==> config.mk <==
export PLATFORM = sky130hd
export DESIGN_NAME = dsw_spi_core
export DESIGN_NICKNAME = d
export VERILOG_FILES = /design/src/design/dsw_sync.v /design/src/design/dsw_out_bank.v /design/src/design/dsw_spi_core.v
export VERILOG_INCLUDE_DIRS = /design/src /design/src/design
export SDC_FILE = /design/constraint.sdc
export NUM_CORES = 1
export LEC_CHECK = 0
export ABC_CLOCK_PERIOD_IN_PS = 7400
export BUFFER_PORTS_ARGS = -buffer_cell sky130_fd_sc_hd__buf_2
export CORE_MARGIN = 2
export CORE_UTILIZATION = 45
export CTS_CLUSTER_SIZE = 8
export DETAILED_ROUTE_END_ITERATION = 16
export HOLD_SLACK_MARGIN = 0.08
export PLACE_DENSITY = 0.64
export RECOVER_POWER = 25
export SLEW_MARGIN = 20
export SYNTH_ARGS = -nofsm -noshare
export SYNTH_HDL_FRONTEND = slang
export SYNTH_HIERARCHICAL = 1
export SYNTH_SLANG_ARGS = --single-unit
==> constraint.sdc <==
create_clock -name i_clk -period 7.4 [get_ports i_clk]
set_input_delay 0.74 -clock i_clk [delete_from_list [all_inputs] [get_ports i_clk]]
set_output_delay 0.74 -clock i_clk [all_outputs]
set_load 0.02 [all_outputs]
==> src/design/dsw_consts.vh <==
// constants for the dac serial write and error front end
`ifndef DSW_CONSTS_VH
`define DSW_CONSTS_VH

// command field codes, address in bits 7..3, command in 2..1, bit 0 reserved
`define DSW_CMD_WRITE      2'h0
`define DSW_CMD_DISABLE    2'h1
`define DSW_CMD_ENABLE     2'h2
`define DSW_CMD_READ       2'h3

// bit counts in serial clocks: command decode point, short and long frame lengths
`define DSW_BITS_ADDR_CMD  5'h07
`define DSW_BITS_SHORT     5'h08
`define DSW_BITS_LONG      5'h18

// address map: volatile and nonvolatile blocks
`define DSW_ADDR_DAC0      5'h00
`define DSW_ADDR_DAC4      5'h04
`define DSW_ADDR_VREF      5'h08
`define DSW_ADDR_PDOWN     5'h09
`define DSW_ADDR_GAIN      5'h0A
`define DSW_ADDR_NV_BASE   5'h10
`define DSW_ADDR_NV_LAST   5'h19

// address classes returned by the decoder
`define DSW_KIND_NONE      2'h0
`define DSW_KIND_VOL       2'h1
`define DSW_KIND_NV        2'h2

// reset values
`define DSW_RST_REG16      16'h0000
`define DSW_RST_ADDR       5'h00

// timing: clock rate and eeprom write cycle time
`define DSW_CLK_MHZ        100
`define DSW_EE_WRITE_US    10
`define DSW_EE_WRITE_CYC   (`DSW_EE_WRITE_US * `DSW_CLK_MHZ)

`endif

==> src/design/dsw_sync.v <==
// two flip-flop synchroniser for the serial and strobe pins
`timescale 1ns/10ps
module dsw_sync #(
	parameter WIDTH = 5,
	parameter [WIDTH-1:0] RST_VAL = {WIDTH{1'b0}}
) (
	input  wire             i_clk,
	input  wire             i_rst,
	input  wire [WIDTH-1:0] i_async,
	output reg  [WIDTH-1:0] o_sync
);

	reg [WIDTH-1:0] meta;

	// first stage feeds only the second stage
	always @(posedge i_clk or posedge i_rst) begin
		if (i_rst) begin
			meta   <= RST_VAL;
			o_sync <= RST_VAL;
		end else begin
			meta   <= i_async;
			o_sync <= meta;
		end
	end

endmodule

==> src/design/dsw_out_bank.v <==
// output register bank of the dac channels with registered read port
`timescale 1ns/10ps
module dsw_out_bank #(
	parameter DEPTH = 8,
	parameter AW    = 3,
	parameter WIDTH = 12
) (
	input  wire             i_clk,
	input  wire             i_rst,
	input  wire             i_wr_en,
	input  wire [AW-1:0]    i_wr_addr,
	input  wire [WIDTH-1:0] i_wr_data,
	input  wire [AW-1:0]    i_rd_addr,
	output reg  [WIDTH-1:0] o_rd_data
);

	reg [WIDTH-1:0] mem [0:DEPTH-1];
	integer         k;

	// cleared at reset so the analog side starts from code zero
	always @(posedge i_clk or posedge i_rst) begin
		if (i_rst) begin
			for (k = 0; k < DEPTH; k = k + 1) begin
				mem[k] <= {WIDTH{1'b0}};
			end
			o_rd_data <= {WIDTH{1'b0}};
		end else begin
			if (i_wr_en) begin
				mem[i_wr_addr] <= i_wr_data;
			end
			o_rd_data <= mem[i_rd_addr];
		end
	end

endmodule

==> src/design/dsw_spi_core.v <==
// serial command front end: command check, volatile writes, eeprom write start
`timescale 1ns/10ps
`include "dsw_consts.vh"
module dsw_spi_core #(
	parameter CHANNELS   = 8,
	parameter RES_BITS   = 12,
	parameter EE_CYCLES  = `DSW_EE_WRITE_CYC
) (
	input  wire                i_clk,
	input  wire                i_rst,
	input  wire                i_cs_n,
	input  wire                i_sck,
	input  wire                i_sdi,
	input  wire                i_lat_n,
	input  wire                i_hv_level,
	input  wire                i_lock_dac,
	input  wire                i_lock_cfg,
	input  wire [2:0]          i_out_sel,
	output reg                 o_sdo,
	output reg                 o_sdo_oe_n,
	output reg                 o_command_error_flag,
	output reg                 o_hv_mode,
	output reg  [15:0]         o_vref_ctrl,
	output reg  [15:0]         o_power_down_ctrl,
	output reg  [15:0]         o_gain_status,
	output wire [RES_BITS-1:0] o_out_value,
	output reg                 o_nv_wr_start,
	output reg  [4:0]          o_nv_wr_addr,
	output reg  [15:0]         o_nv_wr_data,
	output reg                 o_eeprom_write_active
);

	// timer is 16 bits wide; the load value is cut to that width on purpose
	localparam integer EE_LOAD_I = EE_CYCLES - 1;
	localparam [15:0]  EE_LOAD   = EE_LOAD_I[15:0];

	// synchronised pins: cs_n, sck, sdi, lat_n, hv
	wire [4:0]          pins_s;
	wire                cs_n_s;
	wire                sck_s;
	wire                sdi_s;
	wire                lat_n_s;
	wire                hv_s;
	reg                 cs_n_d;
	reg                 sck_d;
	wire                cs_fall;
	wire                cs_rise;
	wire                sck_rise;
	wire                sck_fall;

	// serial machine state
	reg                 frame_on;
	reg                 seen_rise;
	reg  [4:0]          bit_cnt;
	reg  [23:0]         shreg;
	reg                 err;
	reg                 ignore_cmd;
	reg                 is_write;
	reg                 is_nv;
	reg  [4:0]          addr_ptr;
	reg                 nv_pending;
	reg  [4:0]          nv_addr;
	reg  [15:0]         nv_data;

	// combinational helpers
	reg  [23:0]         next_shreg;
	reg  [4:0]          next_cnt;
	reg  [4:0]          cmd_addr;
	reg  [1:0]          cmd_code;
	reg  [1:0]          cmd_kind;
	reg                 cmd_bad;
	reg                 cmd_ign;

	// volatile dac registers and latch transfer
	reg  [RES_BITS-1:0] dac_vol [0:7];
	reg  [7:0]          pend;
	reg                 xfer_en;
	reg  [2:0]          xfer_idx;
	reg  [15:0]         ee_cnt;
	integer             k;
	integer             m;

	// classify an address as unimplemented, volatile or nonvolatile
	function [1:0] dsw_addr_kind;
		input [4:0] a;
		input       octal;
		reg   [4:0] off;
		begin
			off = a & 5'h0F;
			if (a > `DSW_ADDR_NV_LAST || (a > `DSW_ADDR_GAIN && a < `DSW_ADDR_NV_BASE)) begin
				dsw_addr_kind = `DSW_KIND_NONE;
			end else if (a == (`DSW_ADDR_NV_BASE | `DSW_ADDR_GAIN)) begin
				dsw_addr_kind = `DSW_KIND_NONE;
			end else if (!octal && off >= `DSW_ADDR_DAC4 && off < `DSW_ADDR_VREF) begin
				dsw_addr_kind = `DSW_KIND_NONE;
			end else if (a < `DSW_ADDR_NV_BASE) begin
				dsw_addr_kind = `DSW_KIND_VOL;
			end else begin
				dsw_addr_kind = `DSW_KIND_NV;
			end
		end
	endfunction

	// lock bits guard dac locations and configuration locations except gain
	function dsw_locked;
		input [4:0] a;
		input       lock_dac;
		input       lock_cfg;
		reg   [4:0] off;
		begin
			off = a & 5'h0F;
			if (off < `DSW_ADDR_VREF) begin
				dsw_locked = lock_dac;
			end else begin
				dsw_locked = lock_cfg && (off != `DSW_ADDR_GAIN);
			end
		end
	endfunction

	dsw_sync #(
		.WIDTH   (5),
		.RST_VAL (5'h1A) // idle levels: cs high, sck high, latch high
	) u_sync (
		.i_clk   (i_clk),
		.i_rst   (i_rst),
		.i_async ({i_cs_n, i_sck, i_sdi, i_lat_n, i_hv_level}),
		.o_sync  (pins_s)
	);

	assign cs_n_s   = pins_s[4];
	assign sck_s    = pins_s[3];
	assign sdi_s    = pins_s[2];
	assign lat_n_s  = pins_s[1];
	assign hv_s     = pins_s[0];
	assign cs_fall  = cs_n_d & ~cs_n_s;
	assign cs_rise  = ~cs_n_d & cs_n_s;
	assign sck_rise = ~sck_d & sck_s & ~cs_n_s & frame_on;
	assign sck_fall = sck_d & ~sck_s & ~cs_n_s & frame_on;

	// edge history of the synchronised cs_n and sck pins
	always @(posedge i_clk or posedge i_rst) begin
		if (i_rst) begin
			cs_n_d <= 1'b1;
			sck_d  <= 1'b1; // matches the synchroniser reset, no false edge
		end else begin
			cs_n_d <= cs_n_s;
			sck_d  <= sck_s;
		end
	end

	// next shift value and decode of the first seven command bits
	always @* begin
		next_shreg = {shreg[22:0], sdi_s};
		next_cnt   = bit_cnt + 5'h01;
		cmd_addr   = next_shreg[6:2];
		cmd_code   = next_shreg[1:0];
		cmd_kind   = dsw_addr_kind(cmd_addr, CHANNELS == 8);
		cmd_bad    = 1'b0;
		cmd_ign    = 1'b0;
		if (cmd_kind == `DSW_KIND_NONE) begin
			cmd_bad = 1'b1;
		end
		if (nv_pending) begin
			cmd_bad = 1'b1;
		end
		if ((cmd_code == `DSW_CMD_ENABLE || cmd_code == `DSW_CMD_DISABLE) && !o_hv_mode) begin
			cmd_bad = 1'b1;
		end
		if (cmd_code == `DSW_CMD_WRITE && dsw_locked(cmd_addr, i_lock_dac, i_lock_cfg)) begin
			cmd_bad = 1'b1;
		end
		if (cmd_kind == `DSW_KIND_NV && o_eeprom_write_active) begin
			cmd_ign = 1'b1;
		end
		if (cmd_code != `DSW_CMD_WRITE) begin
			cmd_ign = 1'b1; // read and configuration bodies carry no action here
		end
	end

	// pick the lowest channel awaiting transfer to the output bank
	always @* begin
		xfer_en  = 1'b0;
		xfer_idx = 3'h0;
		for (k = 7; k >= 0; k = k - 1) begin
			if (pend[k] && k < CHANNELS) begin
				xfer_en  = ~lat_n_s;
				xfer_idx = k[2:0];
			end
		end
	end

	// serial machine: framing, command check, writes, output bit
	always @(posedge i_clk or posedge i_rst) begin
		if (i_rst) begin
			frame_on             <= 1'b0;
			seen_rise            <= 1'b0;
			bit_cnt              <= 5'h00;
			shreg                <= 24'h000000;
			err                  <= 1'b0;
			ignore_cmd           <= 1'b0;
			is_write             <= 1'b0;
			is_nv                <= 1'b0;
			addr_ptr             <= `DSW_RST_ADDR;
			nv_pending           <= 1'b0;
			nv_addr              <= `DSW_RST_ADDR;
			nv_data              <= `DSW_RST_REG16;
			o_sdo                <= 1'b1;
			o_sdo_oe_n           <= 1'b1;
			o_command_error_flag <= 1'b1;
			o_hv_mode            <= 1'b0;
			o_vref_ctrl          <= `DSW_RST_REG16;
			o_power_down_ctrl    <= `DSW_RST_REG16;
			o_gain_status        <= `DSW_RST_REG16;
			o_nv_wr_start        <= 1'b0;
			o_nv_wr_addr         <= `DSW_RST_ADDR;
			o_nv_wr_data         <= `DSW_RST_REG16;
			pend                 <= 8'h00;
			for (m = 0; m < 8; m = m + 1) begin
				dac_vol[m] <= {RES_BITS{1'b0}};
			end
		end else begin
			o_nv_wr_start <= 1'b0;
			if (xfer_en) begin
				pend[xfer_idx] <= 1'b0;
			end
			if (cs_fall) begin
				// a new frame may follow a release at once
				frame_on             <= 1'b1;
				seen_rise            <= 1'b0;
				bit_cnt              <= 5'h00;
				err                  <= 1'b0;
				nv_pending           <= 1'b0;
				o_hv_mode            <= hv_s;
				o_sdo                <= 1'b1;
				o_sdo_oe_n           <= 1'b0;
				o_command_error_flag <= 1'b1;
			end else if (cs_rise) begin
				// eeprom cycle starts only on a whole, clean frame
				if (nv_pending && !err && bit_cnt == 5'h00) begin
					o_nv_wr_start <= 1'b1;
					o_nv_wr_addr  <= nv_addr;
					o_nv_wr_data  <= nv_data;
				end
				frame_on             <= 1'b0;
				err                  <= 1'b0;
				nv_pending           <= 1'b0;
				o_sdo_oe_n           <= 1'b1;
				o_sdo                <= 1'b1;
				o_command_error_flag <= 1'b1;
			end else if (sck_rise && !err) begin
				seen_rise <= 1'b1;
				shreg     <= next_shreg;
				bit_cnt   <= next_cnt;
				if (next_cnt == `DSW_BITS_ADDR_CMD) begin
					addr_ptr             <= cmd_addr;
					err                  <= cmd_bad;
					o_command_error_flag <= ~cmd_bad;
					ignore_cmd           <= cmd_ign;
					is_write             <= (cmd_code == `DSW_CMD_WRITE);
					is_nv                <= (cmd_kind == `DSW_KIND_NV);
					if (cmd_bad) begin
						nv_pending <= 1'b0;
					end
				end
				if (next_cnt == `DSW_BITS_SHORT && !is_write
					&& (shreg[0] ^ shreg[1])) begin
					bit_cnt <= 5'h00; // eight-clock commands end here
				end
				if (next_cnt == `DSW_BITS_LONG) begin
					bit_cnt <= 5'h00;
					if (is_write && !ignore_cmd && !is_nv) begin
						case (addr_ptr)
							`DSW_ADDR_VREF: begin
								o_vref_ctrl <= next_shreg[15:0];
							end
							`DSW_ADDR_PDOWN: begin
								o_power_down_ctrl <= next_shreg[15:0];
							end
							`DSW_ADDR_GAIN: begin
								o_gain_status <= next_shreg[15:0];
							end
							default: begin
								dac_vol[addr_ptr[2:0]] <= next_shreg[RES_BITS-1:0];
								pend[addr_ptr[2:0]]    <= 1'b1;
							end
						endcase
					end
					if (is_write && !ignore_cmd && is_nv) begin
						nv_pending <= 1'b1;
						nv_addr    <= addr_ptr;
						nv_data    <= next_shreg[15:0];
					end
				end
			end else if (sck_fall && seen_rise) begin
				// idle-high clocks give a fall before the first rise; skip it
				o_sdo <= ~err;
			end
		end
	end

	// eeprom write cycle timer, busy flag seen by the command check
	always @(posedge i_clk or posedge i_rst) begin
		if (i_rst) begin
			ee_cnt                <= 16'h0000;
			o_eeprom_write_active <= 1'b0;
		end else if (o_nv_wr_start) begin
			ee_cnt                <= EE_LOAD;
			o_eeprom_write_active <= 1'b1;
		end else if (ee_cnt != 16'h0000) begin
			ee_cnt <= ee_cnt - 16'h0001;
		end else begin
			o_eeprom_write_active <= 1'b0;
		end
	end

	dsw_out_bank #(
		.DEPTH     (8),
		.AW        (3),
		.WIDTH     (RES_BITS)
	) u_out_bank (
		.i_clk     (i_clk),
		.i_rst     (i_rst),
		.i_wr_en   (xfer_en),
		.i_wr_addr (xfer_idx),
		.i_wr_data (dac_vol[xfer_idx]),
		.i_rd_addr (i_out_sel),
		.o_rd_data (o_out_value)
	);

endmodule

==> flow_summary.yaml, run 1 <==
global_route:
  grt-busiest-layer: "met2"
  grt-ovfl-total: 0
  groute.layer.met3.usage_pct: 3.722
  first_global_vias: 10384
  grt_start_max_net_pins: 169
  groute.usage.overall_pct: 19.37
  wire_length_of_the_first_global_routing_pass_mm: 58.44
  use_met1_pct: 26.84
  grt_util_met2_pct: 31.29
  grt_antenna_before_repair: 0
synthesis:
  synth-warning-count: 6
  synth_top_flop_cell: "dfrtp_1"
  yosysSeqAreaShare_pct: 56.78
  synth_cells: 1211
  synth.lib_cells_used.distinct: 61
  synth-edff-count: 0
  syn_area_um2: 16240
  synth_seq_cells: 368
  async_set_or_reset_flop_fraction_in_the_synthesized_netlist_pct: 100.0
  synthesis.nets: 1231
  syn_area_per_cell_um2: 13.41
route:
  post_drt_wl_per_cell_um: 20.30
  drtAntennaViolNets: 0
  initialDrtViolationCount: 597
  detail_route.drc_violations: 0
  drt_wl_total_mm: 36.01
  drt_first_pass_iters: 4
  routed-via-count: 10078
  via_count_normalized_by_instance_count: 5.681
sta:
  timing.final.crit_share_pct: 60.90
  timing.final.max_slew_violations: 252
  rsz0062_at_grt: "false"
  worst-slew-pin-transition_ns: 4.389
  final.hold.worst_slack_ns: 0.2534
  max_slew_headroom_pct: -192.6
  total_of_endpoints_with_negative_setup_slack_in_the_final_report: 0
  hold_viol: 0
  fin_tns_setup_ns: 0
  clock_skew_ns: 0.02059
  time_the_final_worst_path_needs_with_i_o_delays_and_setup_ns: 4.507
  max_clock_freq_mhz: 221.9
cells_and_area:
  register_area_um2: 9223
  post_route_cells_drive_above_1_share_pct: 37.17
  final_nets: 1313
  n_fill_cell: 3085
  most-common-layout-cells: "dfrtp_1 (357), mux2_2 (291), buf_2 (97), nand2_1 (76), o21ai_0 (71)"
  layout.cells.most_common: "dfrtp_1"
  antenna-diode-count: 0
  flow.area_growth_from_synthesis_pct: 13.78
  multi_input_area_um2: 6615
  final_core_utilization_pct: 51.96
placed_design:
  input_output_buffers: 98
  gp_congestion: 0.7701
  post-dp-hpwl_mm: 21.13
run_status:
  run_status: "finished, violations left"
  violations_in_the_final_reports: "max-capacitance violations, max-slew violations"
setup_path:
  crit_path_end_kind: "asynchronous set/reset pin"
  timing.setup.critical_path_class: "input pin to asynchronous set/reset pin"
  cp_data_required_time_ns: 7.02
  critical_path.startpoint_type: "input pin"
  worst_ep_arrival_time_ns: 4.12
  path_max_fanout: 82
clock_network:
  clockBufferDepth: 3
  cts.sinks: 368
  cts_hold_repair.buffers: 0
  post_cts_buffers: 0
  cts.htree.levels: 2
  cts.repair.resized: 0
  clkLatencyLatePin_ns: 0.55
  tritoncts.num_buffers: 52
  cts.reportedPaths.clkPinSlew_ns: 0.05
  cts_tree: "built"
  clk_root_buffer_cell: "clkbuf_16"
die:
  io_pins: 99
  placement_rows: 69
  floorplan_die_area_um2: 37630
  effective_utilization_at_floorplan_pct: 45.66
  die_w_um: 194.0
  fp.coreArea_um2: 35570
  fp.dieH_um: 194.0
hold_path:
  worstHoldPathType: "input pin to asynchronous set/reset pin"
pwr:
  ir_worst_vdd_mv: 0.1633
  power-per-cell-area_nw_per_um2: 232.4
  cellLeakagePower_uw: 0.009296
flow_run:
  maxCapViolations: 2
-- worst max-delay path, stage by stage --
cell,delay [ns]
clkbuf_1,0.15
clkinvlp_2,0.11
clkbuf_1,3.06
-- path summary, 6_finish.rpt --
kind	start	endpoint	slack (ns)	cells after the start
hold / removal	i_rst	u_sync/meta[2]	0.25	2
setup / recovery	i_rst	o_nv_wr_data[14]	2.89	3
max in group i_clk	u_sync/o_sync[4]	o_vref_ctrl[2]	3.83	6
setup reg to reg	u_sync/o_sync[4]	o_vref_ctrl[2]	3.83	6
hold reg to reg	u_sync/meta[0]	u_sync/o_sync[0]	0.35	0
min in group i_clk	i_sck	u_sync/meta[3]	0.28	1
-- power breakdown --
part / switching (uW) / internal (uW)
clock network: 824 / 1320
registers: 24.1 / 2030
logic: 68.8 / 24.4
total: 917 / 3380
-- synth_stat cells, types with 5 or more instances --
| library cell | number | area share, % |
|---|---|---|
| mux4_1 | 20 | 3.2 |
| o21ai_0 | 71 | 2.2 |
| ha_1 | 8 | 0.62 |
| nand2b_1 | 9 | 0.35 |
| nor2_1 | 20 | 0.46 |
| buf_6 | 5 | 0.35 |
| xor2_1 | 11 | 0.59 |
| dfrtp_1 | 357 | 55 |
| nor3_1 | 9 | 0.28 |
| nand4b_1 | 17 | 0.92 |
| a21oi_1 | 22 | 0.68 |
| nand2_1 | 76 | 1.8 |
| buf_2 | 21 | 0.65 |
| nand3_1 | 58 | 1.8 |
| clkbuf_1 | 45 | 1.0 |
| or2_2 | 5 | 0.19 |
| mux2_2 | 291 | 20 |
| buf_1 | 6 | 0.14 |
| a21o_1 | 38 | 1.8 |
| dfstp_2 | 11 | 1.8 |
| nand4_1 | 5 | 0.19 |
| mux2_1 | 12 | 0.83 |
| inv_1 | 16 | 0.37 |
-- sequential cells by signal (all words and copies together) (netlist names), 8 cells and up --
signal and cells:
u_out_bank/mem 96, o_power_down_ctrl 16, nv_data 16, o_nv_wr_data 16, pend 8, u_out_bank/o_rd_data 12, dac_vol 96, shreg 15
o_gain_status 16, ee_cnt 16, o_vref_ctrl 16
-- cells by family (layout without fill, tap and decap cells) --
group                    after synthesis  in the layout  synth area share (%)
AO/OA/AOI/OAI                        162            162                 6.448
buffers and inverters                 95            197                 2.635
flip-flops                           368            368                 56.78
AND/OR/NAND/NOR                      236            236                 7.911
multiplexers                         327            327                 24.80
adder cells (fa/ha/maj)                8              8                0.6163
XOR/XNOR                              15             15                0.8088
-- layout make-up --
type / count / area share [%]
Clock buffer: 71 / 7.542
Clock inverter: 3 / 0.2979
Inverter: 16 / 0.3385
Multi-Input combinational cell: 748 / 35.80
Sequential cell: 368 / 49.91
Tap cell: 461 / 3.121
Timing Repair Buffer: 107 / 2.999
-- per-stage QoR --
step | total power (uW) | cell area (um2) | cells | setup WS [ns]
final | 4294 | 18480 | 1774 | 2.893
after global routing | 4451 | 18480 | 1774 | 1.892
after CTS | 4353 | 18500 | 1774 | 3.878
after detailed placement | 2188 | 17050 | 1700 | 3.895
after global placement | 2187 | 17050 | 1700 | 3.986
after floorplan | 2149 | 16250 | 1211 | 3.376
-- routing by layer --
| layer | part of all wire [%] | wire, um |
|---|---|---|
| met4 | 2.3 | 823 |
| met1 | 46 | 16520 |
| met5 | 0 | 0 |
| met3 | 4.4 | 1599 |
| met2 | 47 | 17070 |
Note: power is estimated with default switching activity, not from simulation.
==> run 2: changes to the inputs <==
ABC_CLOCK_PERIOD_IN_PS = 4000   (was 7400)
clock period = 4 ns   (was 7.4 ns; I/O delays follow)
==> run 2 against run 1 <==
The flow still finishes with violations (max-capacitance violations, max-slew violations). Largest cell class unchanged. Clock skew is 0.0031 ns higher. Largest power group unchanged. Critical path depth is 3 higher. Via count is 0.37% lower. Sequential power is 84% higher. Die area stayed put. Sequential share of layout area hardly changed. Non-clock buffer count is 18 higher.
==> flow_summary.yaml, run 2 (same netlist as run 1, synthesis figures left out) <==
cells_and_area:
  layout.cells.most_common: "dfrtp_1"
  final_core_utilization_pct: 51.95
  n_fill_cell: 3185
  antenna-diode-count: 0
  most-common-layout-cells: "dfrtp_1 (357), mux2_2 (291), clkbuf_1 (103), nand2_1 (76), o21ai_0 (71)"
  flow.area_growth_from_synthesis_pct: 13.77
  multi_input_area_um2: 6614
  final_design_area_no_fill_um2: 18480
  post_route_cells_drive_above_1_share_pct: 31.08
  final_nets: 1330
  largest_registers: "dac_vol (96), u_out_bank/mem (96)"
  register_area_um2: 9223
global_route:
  grt_start_max_net_pins: 179
  grt_antenna_before_repair: 0
  groute.layer.met3.usage_pct: 3.288
  wire_length_of_the_first_global_routing_pass_mm: 57.84
  grt_util_met2_pct: 32.28
  grt-busiest-layer: "met2"
  groute.usage.overall_pct: 19.17
  grt-ovfl-total: 0
  first_global_vias: 10493
  use_met1_pct: 25.71
clock_network:
  cts.repair.resized: 0
  clk_root_buffer_cell: "clkbuf_16"
  clkLatencyLatePin_ns: 0.56
  tritoncts.num_buffers: 51
  cts_tree: "built"
  clockBufferDepth: 3
  cts.htree.levels: 2
  cts.sinks: 368
  cts.reportedPaths.clkPinSlew_ns: 0.05
die:
  effective_utilization_at_floorplan_pct: 45.66
  die_w_um: 194.0
  io_pins: 99
  fp.coreArea_um2: 35570
  floorplan_die_area_um2: 37630
  fp.dieH_um: 194.0
  placement_rows: 69
run_status:
  violations_in_the_final_reports: "max-capacitance violations, max-slew violations"
  run_status: "finished, violations left"
pwr:
  cellLeakagePower_uw: 0.008984
  power-per-cell-area_nw_per_um2: 423.5
  ir_worst_vdd_mv: 0.3850
sta:
  worst-slew-pin-transition_ns: 2.706
  time_the_final_worst_path_needs_with_i_o_delays_and_setup_ns: 3.116
  hold_viol: 0
  fin_tns_setup_ns: 0
  max_clock_freq_mhz: 320.9
  rsz0062_at_grt: "false"
  clock_skew_ns: 0.02366
  timing.final.max_slew_violations: 313
  post-route-worst-setup-slack_ns: 0.8838
  total_of_endpoints_with_negative_setup_slack_in_the_final_report: 0
  timing.final.crit_share_pct: 77.90
  max_slew_headroom_pct: -81.38
setup_path:
  path_max_fanout: 9
  worst_ep_arrival_time_ns: 3.55
  timing.critical_path.slowest_cell_delay_ns: 0.62
  crit_buf_inv: 1
  timing.setup.critical_path_class: "flip-flop to flip-flop"
  critical_path.startpoint_type: "flip-flop"
  path_cells: "ha_1 > nand4bb_1 > a2111oi_2 > and4b_1 > buf_4 > mux2_2"
  cp_data_required_time_ns: 4.43
  regToRegSetupSlack_ns: 0.88
  worst_r2r_endpoint: "o_vref_ctrl[10]"
  crit_path_end_kind: "flip-flop"
  worst_r2r_startpoint: "bit_cnt[0]"
  timing.critical_path.from: "bit_cnt[0]"
  crit_end: "o_vref_ctrl[10]"
  critical_path.top_delay_family: "simple AND/OR/NAND/NOR gates"
  cpMaxStageDelayCell: "a2111oi_2"
  critical_path_cell_count: 6
  r2r_cells: 6
placed_design:
  place_area_um2: 17140
  gp_congestion: 0.7792
  input_output_buffers: 98
  post-dp-hpwl_mm: 21.36
  dp_worst_setup_slack_ns: 0.9106
route:
  drt_first_pass_iters: 5
  post_drt_wl_per_cell_um: 19.95
  drt_wl_total_mm: 35.70
  detail_route.drc_violations: 0
  initialDrtViolationCount: 562
  via_count_normalized_by_instance_count: 5.609
  drtAntennaViolNets: 0
  routed-via-count: 10041
hold_path:
  worstHoldPathType: "flip-flop to flip-flop"
  min_delay_path_depth: 0
flow_run:
  maxCapViolations: 3
run 2: what timing repair did:
item	4_1_cts	5_1_grt
hold buffers	6	0
hold endpoints to repair	9	0
setup buffers	0	0
run 2: worst min-delay path by stage:
stage | to | start | slack, ns
after floorplan | u_sync/meta[0] | i_rst | 0.24
after global placement | u_sync/o_sync[2] | u_sync/meta[2] | 0.34
after detailed placement | u_sync/o_sync[2] | u_sync/meta[2] | 0.34
after CTS | u_sync/o_sync[0] | u_sync/meta[0] | 0.36
after global routing | u_sync/o_sync[2] | u_sync/meta[2] | 0.36
final | u_sync/o_sync[1] | u_sync/meta[1] | 0.36
run 2: layout make-up:
class | count | share of cell area [%]
Clock buffer | 71 | 7.428
Clock inverter | 1 | 0.1625
Inverter | 16 | 0.3385
Multi-Input combinational cell | 748 | 35.79
Timing Repair Buffer | 125 | 3.250
Sequential cell | 368 | 49.91
Tap cell | 461 | 3.121
run 2: layer usage:
metal / vias up / wire [um]
met4: 0 / 796
met5: - / 0
met1: 5188 / 15990
li1: 4579 / -
met3: 72 / 1518
met2: 202 / 17400
run 2: metrics by stage:
step | std cells | power [uW] | hold slack (ns)
final | 1790 | 7827 | 0.3563
after floorplan | 1211 | 3976 | 0.2359
after global placement | 1712 | 4048 | 0.3355
after detailed placement | 1712 | 4051 | 0.3389
after CTS | 1790 | 7933 | 0.3557
after global routing | 1790 | 8104 | 0.3602
run 2: power breakdown:
part | switching, uW | total [uW] | internal (uW) | leakage [uW]
clock | 1510 | 3840 | 2340 | 0.000675
combinational | 129 | 180 | 50.8 | 0.00322
sequential | 45.4 | 3800 | 3760 | 0.00509
==> run 3: changes to the inputs <==
ABC_AREA = 1   (was default)
ABC_CLOCK_PERIOD_IN_PS = 3000   (was 4000)
PLACE_DENSITY = 0.62   (was 0.64)
clock period = 3 ns   (was 4 ns; I/O delays follow)
==> run 3 against run 2 <==
The run still ends with max-capacitance violations, max-slew violations left. Via count grew 41%. Critical path depth grew 4. Register-to-register slack lost 0.58 ns. Flip-flop and latch count is the same. Cell count grew 55%. Clock-buffer cell count shrank 10. Global-route usage grew 4.0 points. Cell area grew 6.6%. Sequential share of layout area shrank 3.1 points. Fmax grew 15%. Combinational power grew 110%. Critical path type unchanged. Critical endpoint is now dac_vol[22].
==> flow_summary.yaml, run 3 <==
cells_and_area:
  final_core_utilization_pct: 52.43
  flow.area_growth_from_synthesis_pct: 14.99
  final_nets: 2264
  post_route_cells_drive_above_1_share_pct: 10.73
  largest_registers: "dac_vol (96), u_out_bank/mem (96)"
  most-common-layout-cells: "nand2_1 (727), dfrtp_1 (357), inv_1 (300), o21ai_0 (218), nand3_1 (143)"
  layout.cells.most_common: "nand2_1"
clock_network:
  tritoncts.num_buffers: 52
  cts.reportedPaths.clkPinSlew_ns: 0.05
  clkLatencyLatePin_ns: 0.60
  cts_tree: "built"
  cts.htree.levels: 2
  post_cts_buffers: 0
  cts.repair.resized: 0
  clockBufferDepth: 3
  clk_root_buffer_cell: "clkbuf_16"
  cts.sinks: 368
setup_path:
  regToRegSetupSlack_ns: 0.30
  cpMaxStageDelayCell: "nor3_4"
  path_max_fanout: 14
  cp_data_required_time_ns: 3.48
  worst_r2r_endpoint: "dac_vol[22]"
  crit_path_end_kind: "flip-flop"
  critical_path.startpoint_type: "flip-flop"
  worst_r2r_startpoint: "u_sync/o_sync[3]"
  cp_common_cell: "nand2_1"
  timing.setup.critical_path_class: "flip-flop to flip-flop"
  r2r_cells: 10
  timing.critical_path.slowest_cell_delay_ns: 0.55
  path_cells: "inv_1 > nor2_1 > nand2_1 > nor3_2 > nand2_1 > nor3_4 > buf_4 > nand3_1 > nand2_1 > nand2_1"
  worst_ep_arrival_time_ns: 3.18
placed_design:
  gp_congestion: 0.8170
  input_output_buffers: 98
  post-dp-hpwl_mm: 28.17
  dp_worst_setup_slack_ns: 0.2038
sta:
  max_clock_freq_mhz: 370.6
  clock_skew_ns: 0.01637
  timing.final.crit_share_pct: 89.95
  total_of_endpoints_with_negative_setup_slack_in_the_final_report: 0
  worst-slew-pin-transition_ns: 1.672
  time_the_final_worst_path_needs_with_i_o_delays_and_setup_ns: 2.698
  final.hold.worst_slack_ns: 0.1304
  post-route-worst-setup-slack_ns: 0.3016
  max_slew_headroom_pct: -11.62
  hold_viol: 0
  rsz0062_at_grt: "false"
  timing.final.max_slew_violations: 49
global_route:
  grt_antenna_before_repair: 0
  groute.usage.overall_pct: 23.22
  first_global_vias: 13647
  grt-ovfl-total: 0
  wire_length_of_the_first_global_routing_pass_mm: 72.54
  grt_start_max_net_pins: 85
synthesis:
  synthesis.nets: 2173
  synth_cells: 2153
  synth_seq_cells: 368
  synth.lib_cells_used.distinct: 39
  synth-warning-count: 6
  synth_top_flop_cell: "dfrtp_1"
  yosys-top-cells-area: "dfrtp_1 (52%), nand2_1 (16%), inv_1 (6.6%)"
  async_set_or_reset_flop_fraction_in_the_synthesized_netlist_pct: 100.0
  synth-edff-count: 0
  yosys.area.top_type_share_pct: 52.14
  syn_area_per_cell_um2: 7.958
  synth.most_common_cell: "nand2_1"
  yosysSeqAreaShare_pct: 53.83
  synth_area_leader_cell: "dfrtp_1"
  synth.cells.most_frequent: "nand2_1 (727), dfrtp_1 (357), inv_1 (301)"
  syn_area_um2: 17130
pwr:
  sw_frac_of_total_pct: 22.83
  cell_internal_pwr_uw: 8325
  share_clk_of_total_power_pct: 49.6
  power-per-cell-area_nw_per_um2: 547.5
  switching_power_uw: 2462
  ir_worst_vdd_mv: 0.4301
  comb_power_share_pct: 3.5
  cellLeakagePower_uw: 0.01043
  share_seq_of_total_power_pct: 46.9
route:
  detail_route.drc_violations: 0
  initialDrtViolationCount: 1098
  post_drt_wl_per_cell_um: 16.07
  routed-via-count: 14116
  drtAntennaViolNets: 0
  drt_first_pass_iters: 5
  via_count_normalized_by_instance_count: 5.102
  drt_wl_total_mm: 44.46
hold_path:
  worstHoldPathType: "input pin to flip-flop"
  timing.hold.worst.start: "i_out_sel[2]"
  min_delay_path_depth: 3
  end_point_of_the_worst_hold_path: "u_out_bank/o_rd_data[8]"
die:
  fp.coreArea_um2: 37580
  placement_rows: 71
  io_pins: 99
  effective_utilization_at_floorplan_pct: 45.59
  die_w_um: 199.1
  fp.dieH_um: 199.1
  floorplan_die_area_um2: 39650
run_status:
  run_status: "finished, violations left"
  violations_in_the_final_reports: "max-capacitance violations, max-slew violations"
flow_run:
  maxCapViolations: 1
-- run 3: timing repair --
| item | CTS | global route |
|---|---|---|
| hold buffers | 6 | 0 |
| endpoints found under the setup margin | 0 | 33 |
| hold endpoints to repair | 53 | 0 |
-- run 3: worst max-delay path by stage --
stage,end,startpoint,slack (ns)
2_1_floorplan,addr_ptr[0],i_rst,-0.58
3_5_place_dp,dac_vol[0],u_sync/o_sync[4],0.20
6_report,dac_vol[22],u_sync/o_sync[3],0.30
4_1_cts,dac_vol[0],u_sync/o_sync[3],0.19
5_1_grt,dac_vol[9],u_sync/o_sync[3],0.06
3_3_place_gp,dac_vol[60],u_sync/o_sync[4],0.32
-- run 3: cell families (layout without fill, tap and decap cells) --
group	count (synthesis)	after routing	synth area share (%)
fa+ha+maj	8	8	0.5843
buf+inv	433	534	9.939
flops	368	368	53.83
compound gates	240	240	7.266
simple gates	1087	1088	27.42
mux	6	6	0.3943
xor+xnor	11	11	0.5624
other cells	0	1	0
-- run 3: worst max-delay path, delay by kind of cell, from the launching register on --
kind	cells	cell delay (ns)
AND/OR/NAND/NOR	8	1.69
flip-flops	1	0.54
buffers and inverters	2	0.35
-- run 3: area by class of cell --
| type | count | area [um2] |
|---|---|---|
| multi-input cells | 1353 | 6227 |
| well taps | 511 | 639.4 |
| fillers | 3601 | 17880 |
| diodes | 1 | 2.502 |
| inverters | 307 | 1155 |
| flip-flops and latches | 368 | 9223 |
| clock inverters | 4 | 100.1 |
| clock buffers | 61 | 1345 |
| repair buffers | 162 | 1010 |
-- run 3: stage by stage --
stage          setup TNS (ns)  instance area (um2)  instances  total power, uW
2_1_floorplan         -142.99                17140       2153             5380
3_5_place_dp                0                18240       2694             5529
6_report                    0                19700       2767            10790
5_1_grt                     0                19700       2766            11180
3_3_place_gp                0                18240       2694             5525
4_1_cts                     0                19750       2765            10940
-- run 3: power groups by stage --
stage	clock network [uW]	registers (uW)	logic (uW)
floorplan	0	5150	233
global placement	0	5140	384
detailed placement	0	5140	387
CTS	5490	5060	395
global route	5690	5060	431
finish	5350	5060	378
-- run 3: layer usage --
metal  routed length (um)  track usage, %  share of wire [%]
met4                 1308           9.066                2.9
met1                19850           31.39                 45
met3                 2379           3.325                5.4
met2                20920           37.90                 47
met5                    0               0                  0
